<file path="src/trig_pkg.sv">
`default_nettype none
package trig_pkg;
  // trigger mode field encodings
  localparam logic [3:0] MODE_A_ONLY = 4'h0;
  localparam logic [3:0] MODE_A_OR_B = 4'h1;
  localparam logic [3:0] MODE_A_THEN_B = 4'h2;
  localparam logic [3:0] MODE_EVENT_B = 4'h3;
  localparam logic [3:0] MODE_A_THEN_EVENT_B = 4'h4;
  localparam logic [3:0] MODE_A_AND_B = 4'h5;
  localparam logic [3:0] MODE_A_AND_NOT_B = 4'h6;
  localparam logic [3:0] MODE_INSIDE = 4'h7;
  localparam logic [3:0] MODE_OUTSIDE = 4'h8;
  // fifo depth and count
  localparam logic [3:0] FIFO_DEPTH = 4'h8;
  localparam logic [3:0] CNT_ZERO = 4'h0;
  localparam logic [3:0] CNT_ONE = 4'h1;
  // register word offsets (byte addresses)
  localparam logic [3:0] OFS_CONTROL = 4'h0;
  localparam logic [3:0] OFS_SETUP = 4'h4;
  localparam logic [3:0] OFS_STATUS = 4'h8;
  // control register bits
  localparam int CTL_ENABLE = 0;
  localparam int CTL_ARM = 1;
  localparam int CTL_HALT_EN = 2;
  localparam int CTL_TAG = 3;
  // setup register fields
  localparam int SET_MODE_LSB = 0;
  localparam int SET_MODE_MSB = 3;
  localparam int SET_BEGIN = 4;
  localparam int SET_QUALIFY = 5;
  // status register fields
  localparam int ST_A = 0;
  localparam int ST_B = 1;
  localparam int ST_C = 2;
  localparam int ST_ACTIVE = 3;
  localparam int ST_CNT_LSB = 4;
  localparam int ST_CNT_MSB = 7;
  localparam int ST_TRIG = 8;
  localparam logic [31:0] ZERO_WORD = 32'h0000_0000;
  localparam logic [7:0] ZERO_BYTE = 8'h00;
endpackage : trig_pkg
`default_nettype wire

</file>
<file path="src/trigger_halt_controller.sv">
// Added by the designer: register access over Avalon-MM and the placing of the registers.
`default_nettype none
// Notes on behaviour
// - kind bit picks tag-type or force-type halt request
// - opcode qualify gates A, and B in A-or-B and A-then-B, through separate tracking circuits
// - end runs pass qualified match to halt logic, enable and kind apply
// - end run trigger stops further fifo capture
// - begin run trigger starts capture; halt raised when fifo full
// - begin run stores after trigger until eight entries held
// - end run stores until trigger, oldest dropped beyond eight
// - arm and active cleared at end trigger or begin-run fill
// - reset during enabled end run clears arm, halt enable and active only
// - active cleared by writing arm zero or while enable low
// - arming clears A, B, C flags; A and B set on mode match, C on any C match
// - non-event modes store change-of-flow, event modes store data
// - A-only sets A; A-or-B sets matching flags
// - A-then-B evaluates B only after A matched
// - event-only modes always begin-type; B match sets B, in A-then-event-B only after A
// - A-and-B sets both flags only on same-cycle double match
// - A-and-not-B sets both flags only when A and not B
// - full modes, end run, tag halts: only A decides break
// - inside range sets both when A le addr le B
// - outside range: below A sets A, above B sets B
// - mode 0x0 is A-only and 0x1 is A-or-B
module trigger_halt_controller (
  // clock, reset, enable
  input wire logic clk_i,
  input wire logic rst_n_i,
  input wire logic ce_i,
  // system reset seen while running (soft reset event)
  input wire logic sys_reset_i,
  // avalon-mm slave
  input wire logic [3:0] avs_address_i,
  input wire logic avs_read_i,
  input wire logic avs_write_i,
  input wire logic [31:0] avs_writedata_i,
  output logic [31:0] avs_readdata_o,
  output logic avs_waitrequest_o,
  // comparator matches
  input wire logic match_a_i,
  input wire logic match_b_i,
  input wire logic match_c_i,
  input wire logic addr_ge_a_i,
  input wire logic addr_le_b_i,
  // opcode tracking: tagged opcode reached execution, per comparator
  input wire logic exec_a_i,
  input wire logic exec_b_i,
  // core change-of-flow indicators
  input wire logic cof_i,
  // fifo store control
  output logic fifo_store_o,
  output logic fifo_store_data_o,
  // cpu halt request
  output logic halt_tag_o,
  output logic halt_force_o
);
  logic [3:0] ctl;
  logic [5:0] setup;
  logic match_a_flag;
  logic match_b_flag;
  logic match_c_flag;
  logic capture_active_flag;
  logic triggered;
  logic seen_a;
  logic [3:0] cnt;
  logic track_a;
  logic track_b;
  logic ack;
  logic [3:0] mode;
  logic module_enable;
  logic cpu_halt_request_enable;
  logic opcode_qualify_select;
  logic kind_tag;
  logic begin_run;
  logic event_mode;
  logic hit_a;
  logic hit_b;
  logic set_a;
  logic set_b;
  logic trig;
  logic arm_write;
  logic disarm_write;
  logic end_trig;
  logic fill_done;
  logic store;

  assign module_enable = ctl[trig_pkg::CTL_ENABLE];
  assign cpu_halt_request_enable = ctl[trig_pkg::CTL_HALT_EN];
  assign kind_tag = ctl[trig_pkg::CTL_TAG];
  assign mode = setup[trig_pkg::SET_MODE_MSB:trig_pkg::SET_MODE_LSB];
  assign opcode_qualify_select = setup[trig_pkg::SET_QUALIFY];

  // event modes ignore the begin bit
  assign event_mode = (mode == trig_pkg::MODE_EVENT_B) ||
                      (mode == trig_pkg::MODE_A_THEN_EVENT_B);
  assign begin_run = setup[trig_pkg::SET_BEGIN] || event_mode;

  // qualified hits; tracking not used for event-only B
  // a tracked match only counts once its opcode reaches execution,
  // so the tracker level alone must not fire a trigger
  // limitation: while the tracker is set, an exec pulse for a
  // different opcode is taken as a qualified hit
  always_comb begin
    hit_a = opcode_qualify_select ? (track_a && exec_a_i) : match_a_i;
    hit_b = (opcode_qualify_select && !event_mode) ? (track_b && exec_b_i) :
            match_b_i;
  end

  // per-mode flag conditions
  // full modes use the raw data-side b match, never the tracked one,
  // because b there watches the data bus and carries no opcode
  // range modes read the two range compares directly
  // unlisted mode codes fall into the a-only branch
  always_comb begin
    set_a = 1'b0;
    set_b = 1'b0;
    unique case (mode)
      trig_pkg::MODE_A_OR_B: begin
        set_a = hit_a;
        set_b = hit_b;
      end
      trig_pkg::MODE_A_THEN_B, trig_pkg::MODE_A_THEN_EVENT_B: begin
        set_a = hit_a;
        set_b = hit_b && seen_a;
      end
      trig_pkg::MODE_EVENT_B: begin
        set_b = hit_b;
      end
      trig_pkg::MODE_A_AND_B: begin
        set_a = hit_a && match_b_i;
        set_b = hit_a && match_b_i;
      end
      trig_pkg::MODE_A_AND_NOT_B: begin
        set_a = hit_a && !match_b_i;
        set_b = hit_a && !match_b_i;
      end
      trig_pkg::MODE_INSIDE: begin
        set_a = addr_ge_a_i && addr_le_b_i;
        set_b = addr_ge_a_i && addr_le_b_i;
      end
      trig_pkg::MODE_OUTSIDE: begin
        set_a = !addr_ge_a_i;
        set_b = !addr_le_b_i;
      end
      default: begin
        set_a = hit_a;
      end
    endcase
  end

  // trigger condition; full-mode tagged end runs break on A alone
  // sequential and event modes fire on the b side only,
  // since the a side merely opens the window for b
  // every other mode fires on whichever flag condition is met
  always_comb begin
    unique case (mode)
      trig_pkg::MODE_A_THEN_B, trig_pkg::MODE_A_THEN_EVENT_B,
      trig_pkg::MODE_EVENT_B: trig = set_b;
      trig_pkg::MODE_A_AND_B, trig_pkg::MODE_A_AND_NOT_B:
        trig = (!begin_run && kind_tag) ? hit_a : set_a;
      default: trig = set_a || set_b;
    endcase
  end

  // bus decode: arm write is enable and arm set together
  assign arm_write = avs_write_i && !avs_waitrequest_o && (avs_address_i == trig_pkg::OFS_CONTROL)
                     && avs_writedata_i[trig_pkg::CTL_ENABLE]
                     && avs_writedata_i[trig_pkg::CTL_ARM];
  assign disarm_write = avs_write_i && !avs_waitrequest_o &&
                        (avs_address_i == trig_pkg::OFS_CONTROL) &&
                        !avs_writedata_i[trig_pkg::CTL_ARM];
  assign end_trig = capture_active_flag && !begin_run && trig;
  assign fill_done = capture_active_flag && begin_run && triggered && store &&
                     (cnt == trig_pkg::FIFO_DEPTH - trig_pkg::CNT_ONE);
  // end runs store until the trigger, begin runs from the trigger cycle on
  // event modes store one data word per qualified b match instead
  // of change-of-flow words, and those words fill the run as well
  // the trigger cycle itself stores, so a begin run counts it
  assign store = capture_active_flag &&
                 (event_mode ? set_b :
                  (cof_i && (begin_run ? (triggered || trig) : 1'b1)));

  // opcode tracking, one circuit per comparator so two queued opcodes stay apart
  always_ff @(posedge clk_i or negedge rst_n_i) begin
    if (!rst_n_i) begin
      track_a <= 1'b0;
      track_b <= 1'b0;
    end else if (ce_i) begin
      track_a <= match_a_i ? 1'b1 : (exec_a_i ? 1'b0 : track_a);
      track_b <= match_b_i ? 1'b1 : (exec_b_i ? 1'b0 : track_b);
    end
  end

  // one wait cycle per access keeps the answer registered
  // the master sees waitrequest low in the second cycle of a request;
  // ack drops again right after, so a held request is not taken twice
  // back-to-back requests therefore cost two cycles each
  always_ff @(posedge clk_i or negedge rst_n_i) begin
    if (!rst_n_i) begin
      ack <= 1'b0;
    end else if (ce_i) begin
      ack <= (avs_read_i || avs_write_i) && !ack;
    end
  end
  assign avs_waitrequest_o = !ack;

  // control register; hardware clears arm at end of run
  // hardware clears win over a software write in the same cycle,
  // so a run that ends just as software rewrites control stays ended
  // the soft reset keeps enable and kind, so the host can still
  // read what the interrupted end run captured
  always_ff @(posedge clk_i or negedge rst_n_i) begin
    if (!rst_n_i) begin
      ctl <= 4'h0;
    end else if (ce_i) begin
      if (sys_reset_i && module_enable && !begin_run) begin
        ctl[trig_pkg::CTL_ARM] <= 1'b0;
        ctl[trig_pkg::CTL_HALT_EN] <= 1'b0;
      end else if (end_trig || fill_done) begin
        ctl[trig_pkg::CTL_ARM] <= 1'b0;
      end else if (avs_write_i && ack && avs_address_i == trig_pkg::OFS_CONTROL) begin
        ctl <= avs_writedata_i[3:0];
      end
    end
  end

  // setup register
  always_ff @(posedge clk_i or negedge rst_n_i) begin
    if (!rst_n_i) begin
      setup <= 6'h00;
    end else if (ce_i && avs_write_i && ack && avs_address_i == trig_pkg::OFS_SETUP) begin
      setup <= avs_writedata_i[5:0];
    end
  end

  // capture active flag
  // the arming write itself sets enable, so the old enable value
  // must not block it; otherwise the first arm after reset is lost
  // a disabled unit that is not being armed stays inactive
  always_ff @(posedge clk_i or negedge rst_n_i) begin
    if (!rst_n_i) begin
      capture_active_flag <= 1'b0;
    end else if (ce_i) begin
      if ((!module_enable && !arm_write) || disarm_write) begin
        capture_active_flag <= 1'b0;
      end else if (sys_reset_i && !begin_run) begin
        capture_active_flag <= 1'b0;
      end else if (end_trig || fill_done) begin
        capture_active_flag <= 1'b0;
      end else if (arm_write) begin
        capture_active_flag <= 1'b1;
      end
    end
  end

  // match flags: arm clears, mode match sets a and b and any c match sets c while active; arm wins
  // flags freeze once the run ends, so the host reads the cause
  // of the trigger rather than later matches
  // seen_a remembers the a side for the sequential modes
  always_ff @(posedge clk_i or negedge rst_n_i) begin
    if (!rst_n_i) begin
      match_a_flag <= 1'b0;
      match_b_flag <= 1'b0;
      match_c_flag <= 1'b0;
      seen_a <= 1'b0;
    end else if (ce_i) begin
      if (arm_write) begin
        match_a_flag <= 1'b0;
        match_b_flag <= 1'b0;
        match_c_flag <= 1'b0;
        seen_a <= 1'b0;
      end else if (capture_active_flag) begin
        match_a_flag <= match_a_flag || set_a;
        match_b_flag <= match_b_flag || set_b;
        match_c_flag <= match_c_flag || match_c_i;
        seen_a <= seen_a || hit_a;
      end
    end
  end

  // begin-run trigger latch and saturating word count
  // the count stops at eight; in end runs older words fall out of
  // the buffer while the count simply stays full
  // the count never decrements as words are read back
  always_ff @(posedge clk_i or negedge rst_n_i) begin
    if (!rst_n_i) begin
      triggered <= 1'b0;
      cnt <= trig_pkg::CNT_ZERO;
    end else if (ce_i) begin
      if (arm_write) begin
        triggered <= 1'b0;
        cnt <= trig_pkg::CNT_ZERO;
      end else begin
        if (capture_active_flag && trig) begin
          triggered <= 1'b1;
        end
        if (store && cnt != trig_pkg::FIFO_DEPTH) begin
          cnt <= cnt + trig_pkg::CNT_ONE;
        end
      end
    end
  end

  // store strobes and halt requests, all registered
  always_ff @(posedge clk_i or negedge rst_n_i) begin
    if (!rst_n_i) begin
      fifo_store_o <= 1'b0;
      fifo_store_data_o <= 1'b0;
      halt_tag_o <= 1'b0;
      halt_force_o <= 1'b0;
    end else if (ce_i) begin
      fifo_store_o <= store && !event_mode;
      fifo_store_data_o <= store && event_mode;
      // halt at trigger for end runs, at fill for begin runs
      halt_tag_o <= cpu_halt_request_enable && kind_tag &&
                    (end_trig || fill_done);
      halt_force_o <= cpu_halt_request_enable && !kind_tag &&
                      (end_trig || fill_done);
    end
  end

  // read data, registered; unmapped reads zero
  // the word follows the address every cycle, so it is settled by
  // the edge at which waitrequest is seen low
  // status reads do not disturb any flag
  always_ff @(posedge clk_i or negedge rst_n_i) begin
    if (!rst_n_i) begin
      avs_readdata_o <= trig_pkg::ZERO_WORD;
    end else if (ce_i) begin
      unique case (avs_address_i)
        trig_pkg::OFS_CONTROL: avs_readdata_o <= {28'h000_0000, ctl};
        trig_pkg::OFS_SETUP: avs_readdata_o <= {26'h000_0000, setup};
        trig_pkg::OFS_STATUS: avs_readdata_o <= {23'h00_0000, triggered, cnt,
          capture_active_flag, match_c_flag, match_b_flag, match_a_flag};
        default: avs_readdata_o <= trig_pkg::ZERO_WORD;
      endcase
    end
  end
endmodule : trigger_halt_controller
`default_nettype wire

</file>
<file path="config.mk">
export PLATFORM = sky130hd
export DESIGN_NAME = trigger_halt_controller
export DESIGN_NICKNAME = d
export VERILOG_FILES = /design/src/trig_pkg.sv /design/src/trigger_halt_controller.sv
export SDC_FILE = /design/constraint.sdc
export NUM_CORES = 1
export LEC_CHECK = 0
export ABC_AREA = 1
export BUFFER_PORTS_ARGS = -buffer_cell sky130_fd_sc_hd__clkbuf_2
export CORE_MARGIN = 3
export CORE_UTILIZATION = 53
export CTS_BUF_LIST = sky130_fd_sc_hd__clkbuf_16
export CTS_CLUSTER_SIZE = 10
export DETAILED_ROUTE_END_ITERATION = 10
export PLACE_DENSITY = 0.85
export RECOVER_POWER = 50
export SLEW_MARGIN = 20
export SYNTH_ARGS = -nofsm -noshare
export SYNTH_HDL_FRONTEND = slang
export SYNTH_SLANG_ARGS = --single-unit
</file>
<file path="constraint.sdc">
create_clock -name clk_i -period 3.2 [get_ports clk_i]
set_input_delay 0.32 -clock clk_i [delete_from_list [all_inputs] [get_ports clk_i]]
set_output_delay 0.32 -clock clk_i [all_outputs]
set_load 0.1 [all_outputs]
</file>
==> metrics.md <==
| Metric | Value |
|---|---|
| Met2 wire len | `2590 um` |
| Routed Antenna Nets | `0` |
| Final wirelength | `5310 um` |
| Area of the die | `0.00518 sq mm` |
| Unrepaired setup endpoints after global routing | `false` |
| Pint | `0.000927 W` |
| Met1 WL | `2180 um` |
| Synthesis-to-layout area growth | `13.2%` |
| Hold-fix buffers, CTS | `0` |
| Total Routing Usage GR | `22.0%` |
| Dpl hpwl | `3980 um` |
| Setup Fix Bufs, Post-CTS | `0` |
| Cell variety after synth | `39` |
| Cells after Synth | `302` |
| Worst R2R Setup Slack | `0.97 ns` |
| Netlist Area Pre-Place | `0.00230 sq mm` |
| FFs w/ async S/R, synth | `100%` |
| Fin. max-slew vios | `37` |
| Count of final hold-check violations | `0` |
| Reg clk slew, reported paths | `0.05 ns` |
| Final count of negative-setup-slack endpoints | `0` |
| Die Y | `71.9 um` |
| Required @ worst endpoint | `3.39 ns` |
| Clock sinks | `36` |
| Port Buffers | `37` |
| Crit path capture type | `register` |
| Vias in the first global route | `1915` |
| Net switching share of the total power | `35.7%` |
| Clk_lat worst skew | `0.28 ns` |
| CP most frequent cell | `inv_1` |
| Critical path arrival | `2.48 ns` |
| Synth Register Bits | `36` |
| Switch Pwr | `0.000514 W` |
| Fin crit period | `2.29 ns` |
| Drt pass-1 iters | `5` |
| Slowest CP cell | `clkbuf_1` |
| # diodes | `0` |
| Critical path cell sequence | `clkbuf_1 -> inv_1 -> buf_4 -> nor2_1 -> inv_1 -> nor3_2 -> o21ai_0 -> a21oi_1` |
| Root Driver | `clkbuf_16` |
| Clk_skew | `0.00389 ns` |
| Failing checks | `max-capacitance violations, max-slew violations` |
| Wire length per cell | `13.6 um` |
| Rows | `23` |
| Largest stage delay, worst path | `0.85 ns` |
| Syn avg cell area | `7.63 sq um` |
| Nets | `392` |
| IO Pins | `87` |
| Max-slew headroom | `-26.8%` |
| FMAX | `0.437 GHz` |
| Initial DRC count | `147` |
| Seq/Total Area, Yosys | `39.1%` |
| Vias/cell | `5.35` |
| Vias | `2090` |
| Max-cap violation count | `1` |
| Startpoint Class | `input pin` |
| Critical path class | `input pin to register` |
| Initial Utilization | `56.4%` |
| Layout cell share with drive strength beyond 1 | `23.2%` |
| Status | `complete, but fails checks` |
| Initial antenna violation count | `0` |
| Post-CTS sizing | `0` |
| Fin crit share | `71.5%` |
| Ys flop type | `dfrtp_1` |
| Setup_tns | `0 ns` |
| CTS Buf Count | `5` |
| Max Root-Sink Buffers | `2` |
| CTS tree | `yes` |
| Core area | `0.00409 sq mm` |
| Comb power frac | `26.0%` |
| DR top layer | `met4` |
| Clock power share | `38.0%` |
| Sequential power share | `36.0%` |
| EDFF count, synth | `0` |
| H-tree lvl count | `2` |
| GRT overflow | `0` |
| Drt drc | `0` |
| Routability cong. | `0.917` |
| Die X | `71.9 um` |
| Final hold slack | `0.266 ns` |
| LEAKAGE | `1.40 nW` |
| Routed wl met3 | `427 um` |
| FF/Latch Area | `901 sq um` |
| Layout fillers | `370` |
| Hold crit path type | `input pin to register` |
| Largest net degree at the start of global routing | `37` |
| Tightest Pin Transition | `1.90 ns` |
| P per Cell Area | `552 mW/mm^2` |
| YS warnings | `0` |
| Crit path max fanout | `26` |
| Multi-input gate area | `0.00115 sq mm` |
| First-pass GRT wire length | `8880 um` |
| Max VDD drop | `0.000413 V` |
## power by group through the flow
| stage | Clock [W] | Sequential, W | Combinational (W) |
|---|---|---|---|
| after floorplan | 0 | 0.000531 | 0.000310 |
| after global placement | 0 | 0.000524 | 0.000364 |
| after detailed placement | 0 | 0.000525 | 0.000370 |
| after CTS | 0.000551 | 0.000518 | 0.000374 |
| after global routing | 0.000567 | 0.000522 | 0.000407 |
| final | 0.000548 | 0.000519 | 0.000375 |
## through the flow
| stage | cell area [sq um] | worst slack, ns | total power (W) | utilization (%) | std cells |
|---|---|---|---|---|---|
| after CTS | 2610 | 1.01 | 0.00144 | 64.0 | 391 |
| after detailed placement | 2450 | 0.951 | 0.000895 | 59.9 | 383 |
| after global routing | 2610 | 0.671 | 0.00150 | 63.9 | 391 |
| after floorplan | 2390 | 1.34 | 0.000842 | - | 324 |
| after global placement | 2450 | 0.992 | 0.000887 | 59.9 | 383 |
| final | 2610 | 0.912 | 0.00144 | 63.9 | 391 |
## layout by cell type, fill, tap and decap left out, drive strengths merged, types with 5 or more instances in the layout
| cell type | n |
|---|---|
| a21oi | 6 |
| clkbuf | 42 |
| conb | 23 |
| dfrtp | 36 |
| inv | 36 |
| nand2 | 90 |
| nand3 | 22 |
| nand4 | 9 |
| nor2 | 25 |
| nor3 | 5 |
| o21ai | 20 |
## Yosys cell counts (2+ instances only)
master,n,share of area [%]
o21ai_1,3,0.65
nand3_1,17,3.7
a31oi_1,2,0.54
a221oi_1,2,0.76
nand4_1,9,2.4
nand2_1,79,13
inv_2,5,0.81
ha_1,2,1.1
a21oi_1,6,1.3
clkbuf_1,5,0.81
nand3_2,5,2.2
buf_4,23,7.5
o31ai_1,2,0.65
dfrtp_1,36,39
nor3_1,3,0.65
nand2_2,9,2.4
nand2_4,2,0.98
mux2_2,3,1.5
nor2_4,2,0.98
nor2_1,19,3.1
nor2_2,4,1.1
inv_1,31,5.0
o21ai_0,17,3.7
## flip-flops by register name (all words and copies together) (netlist names)
| register | count |
|---|---|
| avs_readdata_o | 9 |
| cnt | 4 |
| match_c_flag | 1 |
| track_b | 1 |
| track_a | 1 |
| setup | 6 |
| match_b_flag | 1 |
| halt_force_o | 1 |
| fifo_store_o | 1 |
| ctl | 4 |
| triggered | 1 |
| fifo_store_data_o | 1 |
| ack | 1 |
| match_a_flag | 1 |
| capture_active_flag | 1 |
| halt_tag_o | 1 |
| seen_a | 1 |
## path summary, 6_finish.rpt
check	cells past startpoint	end	start
max	8	capture_active_flag	ce_i
min	3	ctl[0]	avs_writedata_i[0]
max reg2reg	18	cnt[1]	setup[0]
min reg2reg	2	avs_readdata_o[6]	avs_readdata_o[6]
max in group asynchronous	1	ctl[0]	rst_n_i
min in group asynchronous	1	avs_readdata_o[7]	rst_n_i
## worst max-delay path, delay by kind of cell
family / cells / cell delay, ns
and+or+nand+nor: 2 / 0.59
buffers and inverters: 4 / 1.30
AOI/OAI and AO/OA: 2 / 0.26
## routing by layer
layer / vias up / GRT usage [%]
li1: 1008 / -
met1: 973 / 29.0
met2: 97 / 35.4
met3: 12 / 5.12
met4: 0 / 8.14
met5: - / 0
## logic make-up after synthesis
kind of cell / count (synthesis) / share of synthesized area, %
compound gates: 38 / 10.3
flops: 36 / 39.1
xor+xnor: 2 / 0.760
buf+inv: 66 / 14.6
simple gates: 154 / 32.5
other cells: 1 / 0.163
fa+ha+maj: 2 / 1.09
mux: 3 / 1.47
## cell type report
type	instances	share of cell area, %
clock inverters	3	1.63
flip-flops and latches	36	34.5
repair buffers	38	7.24
clock buffers	5	4.79
inverters	37	5.37
multi-input cells	222	44.1
well taps	50	2.40
Note: power is estimated with default switching activity, not from simulation.
